### src/rtl/dmu_map.svh
// Functional notes
// - Signed divide: special opcode, zero field, func 011010
// - Unsigned divide: special opcode, zero field, func 011011
// - Multiply-add: special opcode, zero field, func 101001
// - Signed divide treats operands as two's complement
// - Unsigned divide zero-extends low 32 operand bits
// - Divides never overflow; zero divisor gives anything
// - Quotient to low register, remainder to high
// - Pipeline supplies sign-extended 32-bit divide operands
// - 64-bit mode results sign-extended from bit 31
// - Two instructions between result read and write
// - Multiply-add multiplies low 16 bits signed
// - Product plus 64-bit low register; high undefined
// - Multiply-add never raises integer overflow
// - Multiply-add outside 64-bit mode is reserved
// - Multiply-add waits 4, 36, 68 cycles
// - Multiply-add waits 1, 2, 0 cycles
`ifndef DMU_MAP_SVH
`define DMU_MAP_SVH
`define DMU_OPC_MSB        31
`define DMU_OPC_LSB        26
`define DMU_FS_MSB         25
`define DMU_FS_LSB         21
`define DMU_SS_MSB         20
`define DMU_SS_LSB         16
`define DMU_ZERO_MSB       15
`define DMU_ZERO_LSB       6
`define DMU_FUNC_MSB       5
`define DMU_FUNC_LSB       0
`define DMU_OPC_SPECIAL    6'h00
`define DMU_FUNC_DIV       6'h1A
`define DMU_FUNC_UNSIGNED_WORD_DIVIDE      6'h1B
`define DMU_FUNC_DWORD_MUL_ADD_16   6'h29
`define DMU_WAIT_MUL32     7'h01
`define DMU_WAIT_DMUL      7'h04
`define DMU_WAIT_DIV32     7'h24
`define DMU_WAIT_SIGNED_DWORD_DIVIDE      7'h44
`define DMU_WAIT_READ      7'h02
`define DMU_WAIT_MADD      7'h00
`endif

### src/rtl/dmu_pkg.sv
package dmu_pkg;
   typedef enum logic [2:0] {
      DMU_OP_NONE = 3'h0,
      DMU_OP_MUL32 = 3'h1,
      DMU_OP_DMUL = 3'h2,
      DMU_OP_DIV32 = 3'h3,
      DMU_OP_SIGNED_DWORD_DIVIDE = 3'h4,
      DMU_OP_READ = 3'h5,
      DMU_OP_MADD = 3'h6
   } dmu_prior_t;
   typedef enum logic [1:0] {
      DMU_ST_IDLE = 2'h0,
      DMU_ST_BUSY = 2'h1
   } dmu_state_t;
endpackage

### src/rtl/dmu_if.sv
`timescale 1ns/100ps
interface dmu_if;
   logic        issue;
   logic [31:0] instr;
   logic [63:0] first_src;
   logic [63:0] second_src;
   logic        mode64;
   logic [2:0]  prior_op;
   logic        accepted;
   logic        reserved_exc;
   logic        busy;
   logic        done;
   logic [63:0] low_result_reg;
   logic [63:0] high_result_reg;
   modport unit (input issue, instr, first_src, second_src, mode64, prior_op,
                 output accepted, reserved_exc, busy, done, low_result_reg,
                 high_result_reg);
   modport pipe (output issue, instr, first_src, second_src, mode64, prior_op,
                 input accepted, reserved_exc, busy, done, low_result_reg,
                 high_result_reg);
endinterface

### src/rtl/dmu_pipe.sv
`timescale 1ns/100ps
`include "dmu_map.svh"
module dmu_pipe (
   input  wire logic        clock_in,
   input  wire logic        resetn_in,
   input  wire logic        req_in,
   input  wire logic [31:0] instr_in,
   input  wire logic [63:0] first_src_in,
   input  wire logic [63:0] second_src_in,
   input  wire logic        mode64_in,
   input  wire logic [2:0]  note_op_in,
   output logic             req_ready_out,
   output logic             done_out,
   output logic             exc_out,
   output logic [63:0]      low_out,
   output logic [63:0]      high_out,
   dmu_if.pipe              bus
);
   dmu_pkg::dmu_state_t state_q;
   logic [6:0]  wait_q;
   logic [6:0]  need;
   logic        is_madd;
   logic        is_write;
   logic        go;
   logic        iss_q;
   logic [31:0] ins_q;
   logic [63:0] fs_q;
   logic [63:0] ss_q;
   logic        m64_q;

   function automatic logic [6:0] dmu_wait(input logic [2:0] op);
      case (dmu_pkg::dmu_prior_t'(op))
         dmu_pkg::DMU_OP_MUL32: dmu_wait = `DMU_WAIT_MUL32;
         dmu_pkg::DMU_OP_READ:  dmu_wait = `DMU_WAIT_READ;
         dmu_pkg::DMU_OP_MADD:  dmu_wait = `DMU_WAIT_MADD;
         dmu_pkg::DMU_OP_DMUL:  dmu_wait = `DMU_WAIT_DMUL;
         dmu_pkg::DMU_OP_DIV32: dmu_wait = `DMU_WAIT_DIV32;
         dmu_pkg::DMU_OP_SIGNED_DWORD_DIVIDE:  dmu_wait = `DMU_WAIT_SIGNED_DWORD_DIVIDE;
         default:               dmu_wait = 7'h00;
      endcase
   endfunction

   ////////////////////////////////////////////////////////////////////////////
   assign is_madd  = instr_in[`DMU_FUNC_MSB:`DMU_FUNC_LSB] == `DMU_FUNC_DWORD_MUL_ADD_16;
   assign is_write = is_madd ||
                     instr_in[`DMU_FUNC_MSB:`DMU_FUNC_LSB] == `DMU_FUNC_DIV ||
                     instr_in[`DMU_FUNC_MSB:`DMU_FUNC_LSB] == `DMU_FUNC_UNSIGNED_WORD_DIVIDE;
   // Any writer waits out the prior read too, so no earlier value is lost
   assign go = req_in && state_q == dmu_pkg::DMU_ST_IDLE && !bus.busy &&
               !(is_write && wait_q != 7'h00);

   always_ff @(posedge clock_in or negedge resetn_in) begin
      if (!resetn_in) begin
         wait_q <= 7'h00;
      end else if (note_op_in != 3'h0 && dmu_wait(note_op_in) > wait_q) begin
         wait_q <= dmu_wait(note_op_in);
      end else if (wait_q != 7'h00) begin
         wait_q <= wait_q - 7'h01;
      end
   end

   always_ff @(posedge clock_in or negedge resetn_in) begin
      if (!resetn_in) begin
         state_q <= dmu_pkg::DMU_ST_IDLE;
      end else begin
         case (state_q)
            dmu_pkg::DMU_ST_IDLE: if (go) state_q <= dmu_pkg::DMU_ST_BUSY;
            dmu_pkg::DMU_ST_BUSY: if (bus.accepted || !iss_q) state_q <= dmu_pkg::DMU_ST_IDLE;
            default:              state_q <= dmu_pkg::DMU_ST_IDLE;
         endcase
      end
   end

   always_ff @(posedge clock_in or negedge resetn_in) begin
      if (!resetn_in) begin
         iss_q <= 1'b0;
         ins_q <= 32'h0000_0000;
         fs_q  <= 64'h0;
         ss_q  <= 64'h0;
         m64_q <= 1'b0;
      end else begin
         iss_q <= go;
         if (go) begin
            ins_q <= instr_in;
            // Divide operands arrive sign-extended from bit 31
            fs_q  <= first_src_in;
            ss_q  <= second_src_in;
            m64_q <= mode64_in;
         end
      end
   end

   always_ff @(posedge clock_in or negedge resetn_in) begin
      if (!resetn_in) begin
         req_ready_out <= 1'b0;
         done_out      <= 1'b0;
         exc_out       <= 1'b0;
         low_out       <= 64'h0;
         high_out      <= 64'h0;
      end else begin
         req_ready_out <= state_q == dmu_pkg::DMU_ST_IDLE && !go;
         done_out      <= bus.done;
         exc_out       <= bus.reserved_exc;
         low_out       <= bus.low_result_reg;
         high_out      <= bus.high_result_reg;
      end
   end

   assign bus.issue      = iss_q;
   assign bus.instr      = ins_q;
   assign bus.first_src  = fs_q;
   assign bus.second_src = ss_q;
   assign bus.mode64     = m64_q;
   assign bus.prior_op   = 3'h0;
endmodule // dmu_pipe

### src/flat_wrapper.sv
// flat-port wrapper written by rule: the top's interface ports become plain ports
module dmu_pipe_flat 
  (clock_in, resetn_in, req_in, instr_in, first_src_in, second_src_in, mode64_in, note_op_in, req_ready_out, done_out, exc_out, low_out, high_out, bus_issue, bus_instr, bus_first_src, bus_second_src, bus_mode64, bus_prior_op, bus_accepted, bus_reserved_exc, bus_busy, bus_done, bus_low_result_reg, bus_high_result_reg);
  dmu_if bus_i ();
  input  wire logic clock_in;
  input  wire logic resetn_in;
  input  wire logic req_in;
  input  wire logic [31:0] instr_in;
  input  wire logic [63:0] first_src_in;
  input  wire logic [63:0] second_src_in;
  input  wire logic mode64_in;
  input  wire logic [2:0] note_op_in;
  output logic req_ready_out;
  output logic done_out;
  output logic exc_out;
  output logic [63:0] low_out;
  output logic [63:0] high_out;
  output wire logic [$bits(bus_i.issue)-1:0] bus_issue;
  output wire logic [$bits(bus_i.instr)-1:0] bus_instr;
  output wire logic [$bits(bus_i.first_src)-1:0] bus_first_src;
  output wire logic [$bits(bus_i.second_src)-1:0] bus_second_src;
  output wire logic [$bits(bus_i.mode64)-1:0] bus_mode64;
  output wire logic [$bits(bus_i.prior_op)-1:0] bus_prior_op;
  input wire logic [$bits(bus_i.accepted)-1:0] bus_accepted;
  input wire logic [$bits(bus_i.reserved_exc)-1:0] bus_reserved_exc;
  input wire logic [$bits(bus_i.busy)-1:0] bus_busy;
  input wire logic [$bits(bus_i.done)-1:0] bus_done;
  input wire logic [$bits(bus_i.low_result_reg)-1:0] bus_low_result_reg;
  input wire logic [$bits(bus_i.high_result_reg)-1:0] bus_high_result_reg;
  assign bus_issue = bus_i.issue;
  assign bus_instr = bus_i.instr;
  assign bus_first_src = bus_i.first_src;
  assign bus_second_src = bus_i.second_src;
  assign bus_mode64 = bus_i.mode64;
  assign bus_prior_op = bus_i.prior_op;
  assign bus_i.accepted = bus_accepted;
  assign bus_i.reserved_exc = bus_reserved_exc;
  assign bus_i.busy = bus_busy;
  assign bus_i.done = bus_done;
  assign bus_i.low_result_reg = bus_low_result_reg;
  assign bus_i.high_result_reg = bus_high_result_reg;
  dmu_pipe u_core (.clock_in(clock_in), .resetn_in(resetn_in), .req_in(req_in), .instr_in(instr_in), .first_src_in(first_src_in), .second_src_in(second_src_in), .mode64_in(mode64_in), .note_op_in(note_op_in), .req_ready_out(req_ready_out), .done_out(done_out), .exc_out(exc_out), .low_out(low_out), .high_out(high_out), .bus(bus_i));
endmodule
### config.mk
export PLATFORM = sky130hd
export DESIGN_NAME = dmu_pipe_flat
export DESIGN_NICKNAME = d
export VERILOG_FILES = /design/src/rtl/dmu_pkg.sv /design/src/rtl/dmu_if.sv /design/src/rtl/dmu_pipe.sv /design/src/flat_wrapper.sv
export VERILOG_INCLUDE_DIRS = /design/src /design/src/rtl
export SDC_FILE = /design/constraint.sdc
export NUM_CORES = 1
export LEC_CHECK = 0
export CORE_AREA = 2 2 230 232
export DETAILED_ROUTE_END_ITERATION = 10
export DIE_AREA = 0 0 232 234
export DONT_BUFFER_PORTS = 1
export SLEW_MARGIN = 10
export SYNTH_ARGS = -nofsm -noshare
export SYNTH_HDL_FRONTEND = slang
export SYNTH_SLANG_ARGS = --single-unit
### constraint.sdc
create_clock -name clock_in -period 2.5 [get_ports clock_in]
set_input_delay 0.5 -clock clock_in [delete_from_list [all_inputs] [get_ports clock_in]]
set_output_delay 0.5 -clock clock_in [all_outputs]
set_load 0.05 [all_outputs]
==> impl_metrics.ini, run 1 <==
[pwr]
power_frac_clock_pct = 32.6
power.switching_uw = 5290
p_seq_share_pct = 57.3
power-per-cell-area_nw_per_um2 = 1090
p_int_uw = 9490
p_sw_share_pct = 35.8
power_frac_comb_pct = 10.1
ir_worst_vdd_mv = 0.559
cellLeakagePower_uw = 0.00589

[timing]
skew_ns = 0.00654
min_period_over_period_pct = 90.3
finalHoldViolCount = 301
hold_ws_ns = -0.370
slew_headroom_pct = 60.9
finalSetupViolCount = 0
final.min_clock_period_ns = 2.26
setup_tns_ns = 0
rsz0062_at_grt = no
max_freq_mhz = 443
setup_slack_ns = 0.241
slew_violations = 0
worstMarginPinSlew_ns = 0.587

[detailed_routing]
drt_iter0_markers = 137
wl_per_cell_um = 19.6
drc_errors = 0
drt-vias-per-instance = 3.66
drt-total-wl_um = 27800
ant_nets = 0
vias = 5182
first_pass_iters = 5

[job]
maxCapViolCount = 0

[place]
port_buffers = 0
placed_area_um2 = 11200
post-place-ws_ns = 0.121
gpl.final_weighted_congestion = 0.879
hpwl_um = 19700

[worst_setup_path]
crit_path_end_kind = register
worstPathArrival_ns = 2.71
rr_startpoint = u_core.wait_q[1]
critical_path_class = reg -> reg
crit_start = u_core.wait_q[1]
cp.required_ns = 2.95
critPathMaxFanout = 38
startpoint_type = register

[clock_tree]
clkTransAtPathRegs_ns = 0.06
clock_path_buffers = 3
root_buffer = clkbuf_16
worstSkewPairLatency_ns = 0.57
htree_num_levels = 1
postCtsHoldBufs = 130
cts_sinks = 301
tritoncts = done
cts-buffers-inserted = 30

[synthesis]
synthDistinctLibCells = 36
async_flop_share_pct = 100
ys_ff_latch = 301
ys_seq_area_share_pct = 71.6
yosysTopAreaCellShare_pct = 71.6
synth_edf_count = 0
syn_avg_cell_area_um2 = 19.1
synth_top_cell_by_area = dfrtp_1
synth-main-ff-cell = dfrtp_1
netlist_area_um2 = 10500
synth.area.top_cells = dfrtp_1, mux2_4, mux2_2, buf_12, mux2_1
yosys_warnings = 0
syn_inst = 551

[floorplan]
start_util_pct = 20.2
fp-row-count = 84
die-area_um2 = 54300
core-area_um2 = 52000
ios = 595
die_x_um = 232
die_h_um = 234

[grt]
first_global_vias = 5708
grt_max_degree = 302
grt_overflow = 0
grt_pass1_wl_um = 37700
grt_util_all_layers_pct = 9.24
antenna_found_initial = 6

[layout]
area_growth_pct = 29.3
register_area_um2 = 7530
drive_gt1_share_pct = 29.5
nets = 1010
stdcell_area_um2 = 13600
multi_input_comb_area_um2 = 2650
fillers = 5260

[status]
violations = negative hold slack
status = complete, but fails checks

[min_path]
hp-class = in -> async
## synthesized netlist by cell type (3+ instances only)
cell      number
buf_4          5
xnor2_1        4
nand3b_1       4
ha_1           7
nand2_1        4
mux2_1        14
nor2_1         7
inv_1          8
dfrtp_1      301
a21oi_1        5
mux2i_1        3
mux2_4       100
mux2_2        49
buf_12        11
## kinds of logic after synthesis
kind of cell	count (synthesis)	synth area share [%]
multiplexers	166	21.3
other	1	0.0356
buffers and inverters	30	3.32
flip-flops	301	71.6
AO/OA/AOI/OAI	11	0.618
AND/OR/NAND/NOR	31	1.97
adder cells (fa/ha/maj)	7	0.832
XOR/XNOR	4	0.333
## placed cells by master (no fill, tap or decap), drive strengths merged, types with 2 or more instances in the layout
cell type and instances:
a21oi 5, mux2 163, mux2i 3, xnor2 4, buf 10, inv 9
conb 3, nand2 5, nor3 2, bufinv 5, nor2b 2, dlygate4sd3 130
nand3 3, ha 7, nand3b 4, clkbuf 45, and2 2, clkinv 4
diode 3, nor2 7, dfrtp 301, o21ai 2
## cell type report
cell class / instances / share of cell area [%]
antenna: 3 / 0.0552
clock buffer: 45 / 6.59
clock inverter: 9 / 1.33
inverter: 9 / 0.304
multi-input combinational: 222 / 19.5
sequential: 301 / 55.4
tap: 688 / 6.33
timing repair buffer: 140 / 10.5
## routing by layer
metal	track usage (%)	routed length, um	vias up
li1	-	-	2173
met1	9.81	9430	2617
met2	16.3	14500	339
met3	3.27	2840	51
met4	4.51	979	2
met5	0	13	-
## critical path: stages, from the launching register on
cell and delay, ns:
dfrtp_1 0.40, inv_1 0.11, ha_1 0.18, nor2b_2 0.21
nand2_2 0.15, nand4b_2 0.14, nand3_4 0.11, inv_8 0.19
buf_16 0.24, mux2_2 0.37
## final timing paths
path	endpoint	slack [ns]	cells past startpoint
setup / recovery	u_core.bus.instr[10]	0.24	9
min in group clock_in	u_core.bus.second_src[38]	0.06	1
setup reg to reg	u_core.bus.instr[10]	0.24	9
hold / removal	u_core.low_out[61]	-0.37	0
hold reg to reg	u_core.req_ready_out	0.47	1
max in group asynchronous	u_core.bus.second_src[19]	2.47	0
## per-stage QoR
| stage | cells | hold WS (ns) | util (%) | total power [uW] |
|---|---|---|---|---|
| floorplan | 553 | 0.204 | - | 9500 |
| global placement | 1230 | 0.210 | 21.5 | 9840 |
| detailed placement | 1230 | 0.208 | 21.5 | 9880 |
| CTS | 1414 | -0.411 | 26.1 | 14900 |
| global route | 1416 | -0.409 | 26.1 | 15400 |
| finish | 1417 | -0.370 | 26.1 | 14800 |
## power by group through the flow
stage / clock network [uW] / logic [uW] / registers [uW]
floorplan: 0 / 1190 / 8310
global placement: 0 / 1270 / 8570
detailed placement: 0 / 1310 / 8570
CTS: 4960 / 1490 / 8480
global route: 5190 / 1620 / 8540
finish: 4830 / 1490 / 8470
## registers in the layout, indices dropped and copies added, names as in the netlist
signal                 flops
u_core.high_out           64
u_core.bus.second_src     64
u_core.req_ready_out       1
u_core.bus.issue           1
u_core.done_out            1
u_core.bus.mode64          1
u_core.wait_q              7
u_core.low_out            64
u_core.bus.instr          32
u_core.exc_out             1
u_core.bus.first_src      64
u_core.state_q             1
## what timing repair did
item                       CTS  global route
buffers inserted             0             0
setup endpoints to repair    0            59
resized for setup            0             2
hold endpoints to repair   431           301
No activity file was read; power rests on OpenSTA's default activity.
==> inputs of run 2 (changes only) <==
--- a/config.mk
+++ b/config.mk
@@ -6,10 +6,13 @@
 export SDC_FILE = /design/constraint.sdc
 export NUM_CORES = 1
 export LEC_CHECK = 0
-export CORE_AREA = 2 2 230 232
+export ABC_AREA = 1
+export ABC_CLOCK_PERIOD_IN_PS = 2500
+export CORE_AREA = 2 2 232 234
 export DETAILED_ROUTE_END_ITERATION = 10
-export DIE_AREA = 0 0 232 234
+export DIE_AREA = 0 0 234 236
 export DONT_BUFFER_PORTS = 1
+export PLACE_DENSITY_LB_ADDON = 0.08
 export SLEW_MARGIN = 10
 export SYNTH_ARGS = -nofsm -noshare
 export SYNTH_HDL_FRONTEND = slang
==> impl_metrics.ini, run 2 <==
[synthesis]
ys_seq_area_share_pct = 74.4
synth_top_cell_by_area = dfrtp_1
ys_top_cells_by_count = nand2_1, dfrtp_1, inv_1
yosys_warnings = 0
syn_inst = 931
synth_edf_count = 0
synth.area.top_cells = dfrtp_1, nand2_1, buf_4, inv_1, ha_1
yosysTopAreaCellShare_pct = 74.4
syn_avg_cell_area_um2 = 10.9
yosysMostFrequentCell = nand2_1
netlist_area_um2 = 10100
synth-main-ff-cell = dfrtp_1
synthDistinctLibCells = 20
ys_ff_latch = 301
async_flop_share_pct = 100

[timing]
worstMarginPinSlew_ns = 1.44
finalSetupViolCount = 0
slew_violations = 0
setup_slack_ns = 0.395
setup_tns_ns = 0
skew_ns = 0.0169
min_period_over_period_pct = 84.2
finalHoldViolCount = 301
hold_ws_ns = -0.344
rsz0062_at_grt = no
max_freq_mhz = 475
final.min_clock_period_ns = 2.11
slew_headroom_pct = 4.27

[clock_tree]
cts-buffers-inserted = 37
tritoncts = done
cts_resized = 0
postCtsHoldBufs = 130
cts_setup_buffers = 0
clkTransAtPathRegs_ns = 0.06
cts_sinks = 301
clock_path_buffers = 3
worstSkewPairLatency_ns = 0.55
htree_num_levels = 2
root_buffer = clkbuf_16

[worst_setup_path]
r2r_end = u_core.bus.first_src[31]
rr_startpoint = u_core.wait_q[1]
regToRegSetupSlack_ns = 0.39
cp.required_ns = 2.98
startpoint_type = register
critical_path_class = reg -> reg
crit_path_end_kind = register
critPathMaxFanout = 33
worst_r2r_path_depth = 9
worstPathArrival_ns = 2.59

[layout]
drive_gt1_share_pct = 6.55
register_area_um2 = 7530
postLayoutCoreUtil_pct = 25.3
nets = 1378
layout_commonest_cell = nand2_1
area_growth_pct = 32.9
fillers = 5622
layout_common_cells = nand2_1, dfrtp_1, dlygate4sd3_1
multi_input_comb_area_um2 = 2260

[grt]
grt_util_all_layers_pct = 12.0
grt_max_degree = 302
grt_pass1_wl_um = 49200
grt_overflow = 0
first_global_vias = 7426
antenna_found_initial = 1

[pwr]
cellLeakagePower_uw = 0.00660
power-per-cell-area_nw_per_um2 = 1450
ir_worst_vdd_mv = 0.519

[detailed_routing]
first_pass_iters = 4
drt_iter0_markers = 315
drt-total-wl_um = 34300
drc_errors = 0
ant_nets = 0
vias = 6749
drt-vias-per-instance = 3.76
wl_per_cell_um = 19.1

[place]
hpwl_um = 24300
port_buffers = 0
gpl.final_weighted_congestion = 0.730
post-place-ws_ns = 0.222

[floorplan]
die_h_um = 236
start_util_pct = 19.1
core-area_um2 = 53100
die-area_um2 = 55200
ios = 595
fp-row-count = 85
die_x_um = 234

[status]
violations = negative hold slack
status = complete, but fails checks

[job]
maxCapViolCount = 0

[min_path]
hp-class = in -> async
[run 2: cell count changes in the layout (fill, tap and decap cells not counted), moves of 7 or more]
cell / previous run / this run
mux2_4: 100 / 0
clkbuf_16: 30 / 37
mux2_1: 14 / 0
mux2_2: 49 / 0
nand3_1: 2 / 15
inv_1: 8 / 27
nand2_1: 4 / 508
[run 2: area by class of cell]
type | count | area share, %
Antenna cell | 1 | 0.0186
Tap cell | 696 | 6.48
Sequential cell | 301 | 56.0
Multi-Input combinational cell | 566 | 16.8
Inverter | 28 | 0.800
Clock inverter | 13 | 1.33
Clock buffer | 54 | 8.03
Timing Repair Buffer | 138 | 10.5
[run 2: power breakdown]
| group | internal (uW) | leakage (uW) | switching, uW |
|---|---|---|---|
| combinational | 859 | 0.00235 | 1130 |
| sequential | 6120 | 0.00363 | 5860 |
| clock | 3330 | 0.000617 | 2190 |
| total | 10300 | 0.00660 | 9180 |
[run 2: stage by stage]
step	total power [uW]	hold WS (ns)	cells	cell area (um^2)
2_1_floorplan	13100	0.204	933	10100
3_3_place_gp	14000	0.212	1599	10900
3_5_place_dp	14000	0.212	1599	10900
4_1_cts	19800	-0.388	1796	13400
5_1_grt	20500	-0.382	1796	13400
6_report	19500	-0.344	1797	13400
[run 2: cell families (layout without fill, tap and decap cells)]
| logic type | after synthesis | count (layout) | synth area share [%] |
|---|---|---|---|
| buf+inv | 66 | 233 | 3.44 |
| other cells | 1 | 4 | 0.0371 |
| flops | 301 | 301 | 74.4 |
| xor+xnor | 1 | 1 | 0.0866 |
| simple gates | 542 | 542 | 20.5 |
| compound gates | 13 | 13 | 0.643 |
| fa+ha+maj | 7 | 7 | 0.866 |
[run 2: how the worst max path moves through the flow]
| stage | slack, ns | to | start |
|---|---|---|---|
| floorplan | 0.55 | u_core.wait_q[2] | note_op_in[1] |
| finish | 0.39 | u_core.bus.first_src[31] | u_core.wait_q[1] |
| detailed placement | 0.22 | u_core.wait_q[2] | note_op_in[1] |
| global route | 0.17 | u_core.bus.first_src[31] | u_core.wait_q[1] |
| global placement | 0.20 | u_core.wait_q[2] | note_op_in[1] |
| CTS | 0.32 | u_core.bus.first_src[31] | u_core.wait_q[1] |
[run 2: critical path, cell delays in order (launching register included)]
cell and delay, ns:
dfrtp_1 0.41, inv_1 0.13, ha_1 0.20, nand4_2 0.26, nand3_1 0.26, nand2_8 0.09
inv_4 0.12, buf_4 0.36, nand2_1 0.11, nand2_1 0.07
[run 2: metal layers]
layer	GRT usage, %	wire length (um)	vias up
li1	-	-	3100
met1	12.5	12000	3222
met2	21.2	17400	372
met3	5.68	4150	53
met4	3.45	722	2
met5	0	12	-
==> inputs of run 3 (changes only) <==
--- a/config.mk
+++ b/config.mk
@@ -7,7 +7,7 @@
 export NUM_CORES = 1
 export LEC_CHECK = 0
 export ABC_AREA = 1
-export ABC_CLOCK_PERIOD_IN_PS = 2500
+export ABC_CLOCK_PERIOD_IN_PS = 2200
 export CORE_AREA = 2 2 232 234
 export DETAILED_ROUTE_END_ITERATION = 10
 export DIE_AREA = 0 0 234 236
==> constraint.sdc (replaced) <==
create_clock -name clock_in -period 2.2 [get_ports clock_in]
set_input_delay 0.44 -clock clock_in [delete_from_list [all_inputs] [get_ports clock_in]]
set_output_delay 0.44 -clock clock_in [all_outputs]
set_load 0.05 [all_outputs]
==> impl_metrics.ini, run 3 (synthesis results as in run 2) <==
[detailed_routing]
first_pass_iters = 4
drt-vias-per-instance = 3.76
drt-total-wl_um = 34600
drc_errors = 0
vias = 7332
ant_nets = 0
wl_per_cell_um = 17.7
drt_iter0_markers = 300

[pwr]
total_power_uw = 22000
power-per-cell-area_nw_per_um2 = 1480
ir_worst_vdd_mv = 0.530
cellLeakagePower_uw = 0.00721

[layout]
drive_gt1_share_pct = 6.39
area_growth_pct = 47.3
stdcell_area_um2 = 14900
postLayoutCoreUtil_pct = 28.1
layout_common_cells = nand2_1, dfrtp_1, dlygate4sd3_1
layout_commonest_cell = nand2_1
nets = 1532

[place]
hpwl_um = 24100
post-place-ws_ns = 0.146
port_buffers = 0
gpl.final_weighted_congestion = 0.748
placed_area_um2 = 11000

[floorplan]
die_x_um = 234
die_h_um = 236
core-area_um2 = 53100
die-area_um2 = 55200
start_util_pct = 19.1
fp-row-count = 85
ios = 595

[clock_tree]
root_buffer = clkbuf_16
tritoncts = done
clkTransAtPathRegs_ns = 0.06
clock_path_buffers = 3
htree_num_levels = 2
worstSkewPairLatency_ns = 0.54
postCtsHoldBufs = 275
cts-buffers-inserted = 37
cts_setup_buffers = 0
cts_sinks = 301

[worst_setup_path]
crit_path_cell_trace = inv_1 -> ha_1 -> nand4_2 -> nand3_1 -> nand2_8 -> inv_4 -> buf_4 -> nand2_1 -> nand2_1
cp.required_ns = 2.68
startpoint_type = register
crit_path_end_kind = register
slowest_delay_ns = 0.37
critical_path_class = reg -> reg
path_common_cell = nand2_1
worstPathArrival_ns = 2.33
critPathMaxFanout = 23
slowest_stage = dfrtp_1

[timing]
setup_slack_ns = 0.348
slew_violations = 0
rsz0062_at_grt = no
hold_ws_ns = -0.406
worstMarginPinSlew_ns = 0.722
skew_ns = 0.0182
slew_headroom_pct = 51.9
max_freq_mhz = 540
final.min_clock_period_ns = 1.85
finalSetupViolCount = 0
finalHoldViolCount = 301
min_period_over_period_pct = 84.2
setup_tns_ns = 0

[grt]
grt_util_all_layers_pct = 12.2
grt_overflow = 0
grt.met2_usage_pct = 21.3
grt_max_degree = 302
grt_pass1_wl_um = 51100
first_global_vias = 8092
use_met3_pct = 5.21
antenna_found_initial = 3
grtUsageMet1_pct = 13.1
busiest_layer = met2

[job]
maxCapViolCount = 0

[status]
violations = negative hold slack
status = complete, but fails checks

[min_path]
hp-class = in -> async
[run 3: cell types whose count changed in the layout (fill, tap and decap cells not counted), moves of 2 or more]
cell / change
diode_2: +2
inv_6: +2
dlygate4sd3_1: +145
buf_12: +3
clkinv_2: +3
clkbuf_8: -5
buf_4: +6
bufinv_16: -2
[run 3: cell type report]
| type | count | area (um^2) |
|---|---|---|
| Antenna cell | 3 | 7.51 |
| Sequential cell | 301 | 7530 |
| Tap cell | 696 | 871 |
| Timing Repair Buffer | 292 | 2970 |
| Clock buffer | 48 | 1010 |
| Clock inverter | 17 | 156 |
| Fill cell | 5566 | 38200 |
| Inverter | 28 | 108 |
| Multi-Input combinational cell | 566 | 2260 |
[run 3: worst paths after layout]
check,slack (ns),from,endpoint,cells past startpoint
max,0.35,u_core.wait_q[0],u_core.bus.instr[19],9
min in group clock_in,0.04,second_src_in[0],u_core.bus.second_src[0],2
max in group asynchronous,1.99,resetn_in,u_core.low_out[62],0
min reg2reg,0.42,u_core.state_q[0],u_core.req_ready_out,1
min,-0.41,resetn_in,u_core.bus.first_src[10],0
max reg2reg,0.35,u_core.wait_q[0],u_core.bus.instr[19],9
[run 3: per-layer routing]
metal	up-vias	wire length [um]	share of wire (%)
li1	3422	-	-
met5	-	0	0
met4	0	980	2.8
met2	371	17400	50
met1	3485	12500	36
met3	54	3700	11
[run 3: worst max-delay path, delay by kind of cell, from the launching register on]
family | cells | cell delay (ns)
flops | 1 | 0.37
simple gates | 5 | 0.62
buf+inv | 3 | 0.59
fa+ha+maj | 1 | 0.19
[run 3: through the flow]
step	hold WS, ns	instances
floorplan	0.144	933
global placement	0.151	1608
detailed placement	0.152	1608
CTS	-0.445	1948
global route	-0.440	1951
finish	-0.406	1951
[run 3: repair_timing]
item / CTS / global route
hold endpoints to repair: 576 / 301
gates resized for setup: 0 / 0
setup endpoints to repair: 0 / 0
[run 3: report_power, final]
| group | switching [uW] | internal [uW] |
|---|---|---|
| logic | 1380 | 1230 |
| registers | 6620 | 6960 |
| clock network | 2450 | 3380 |
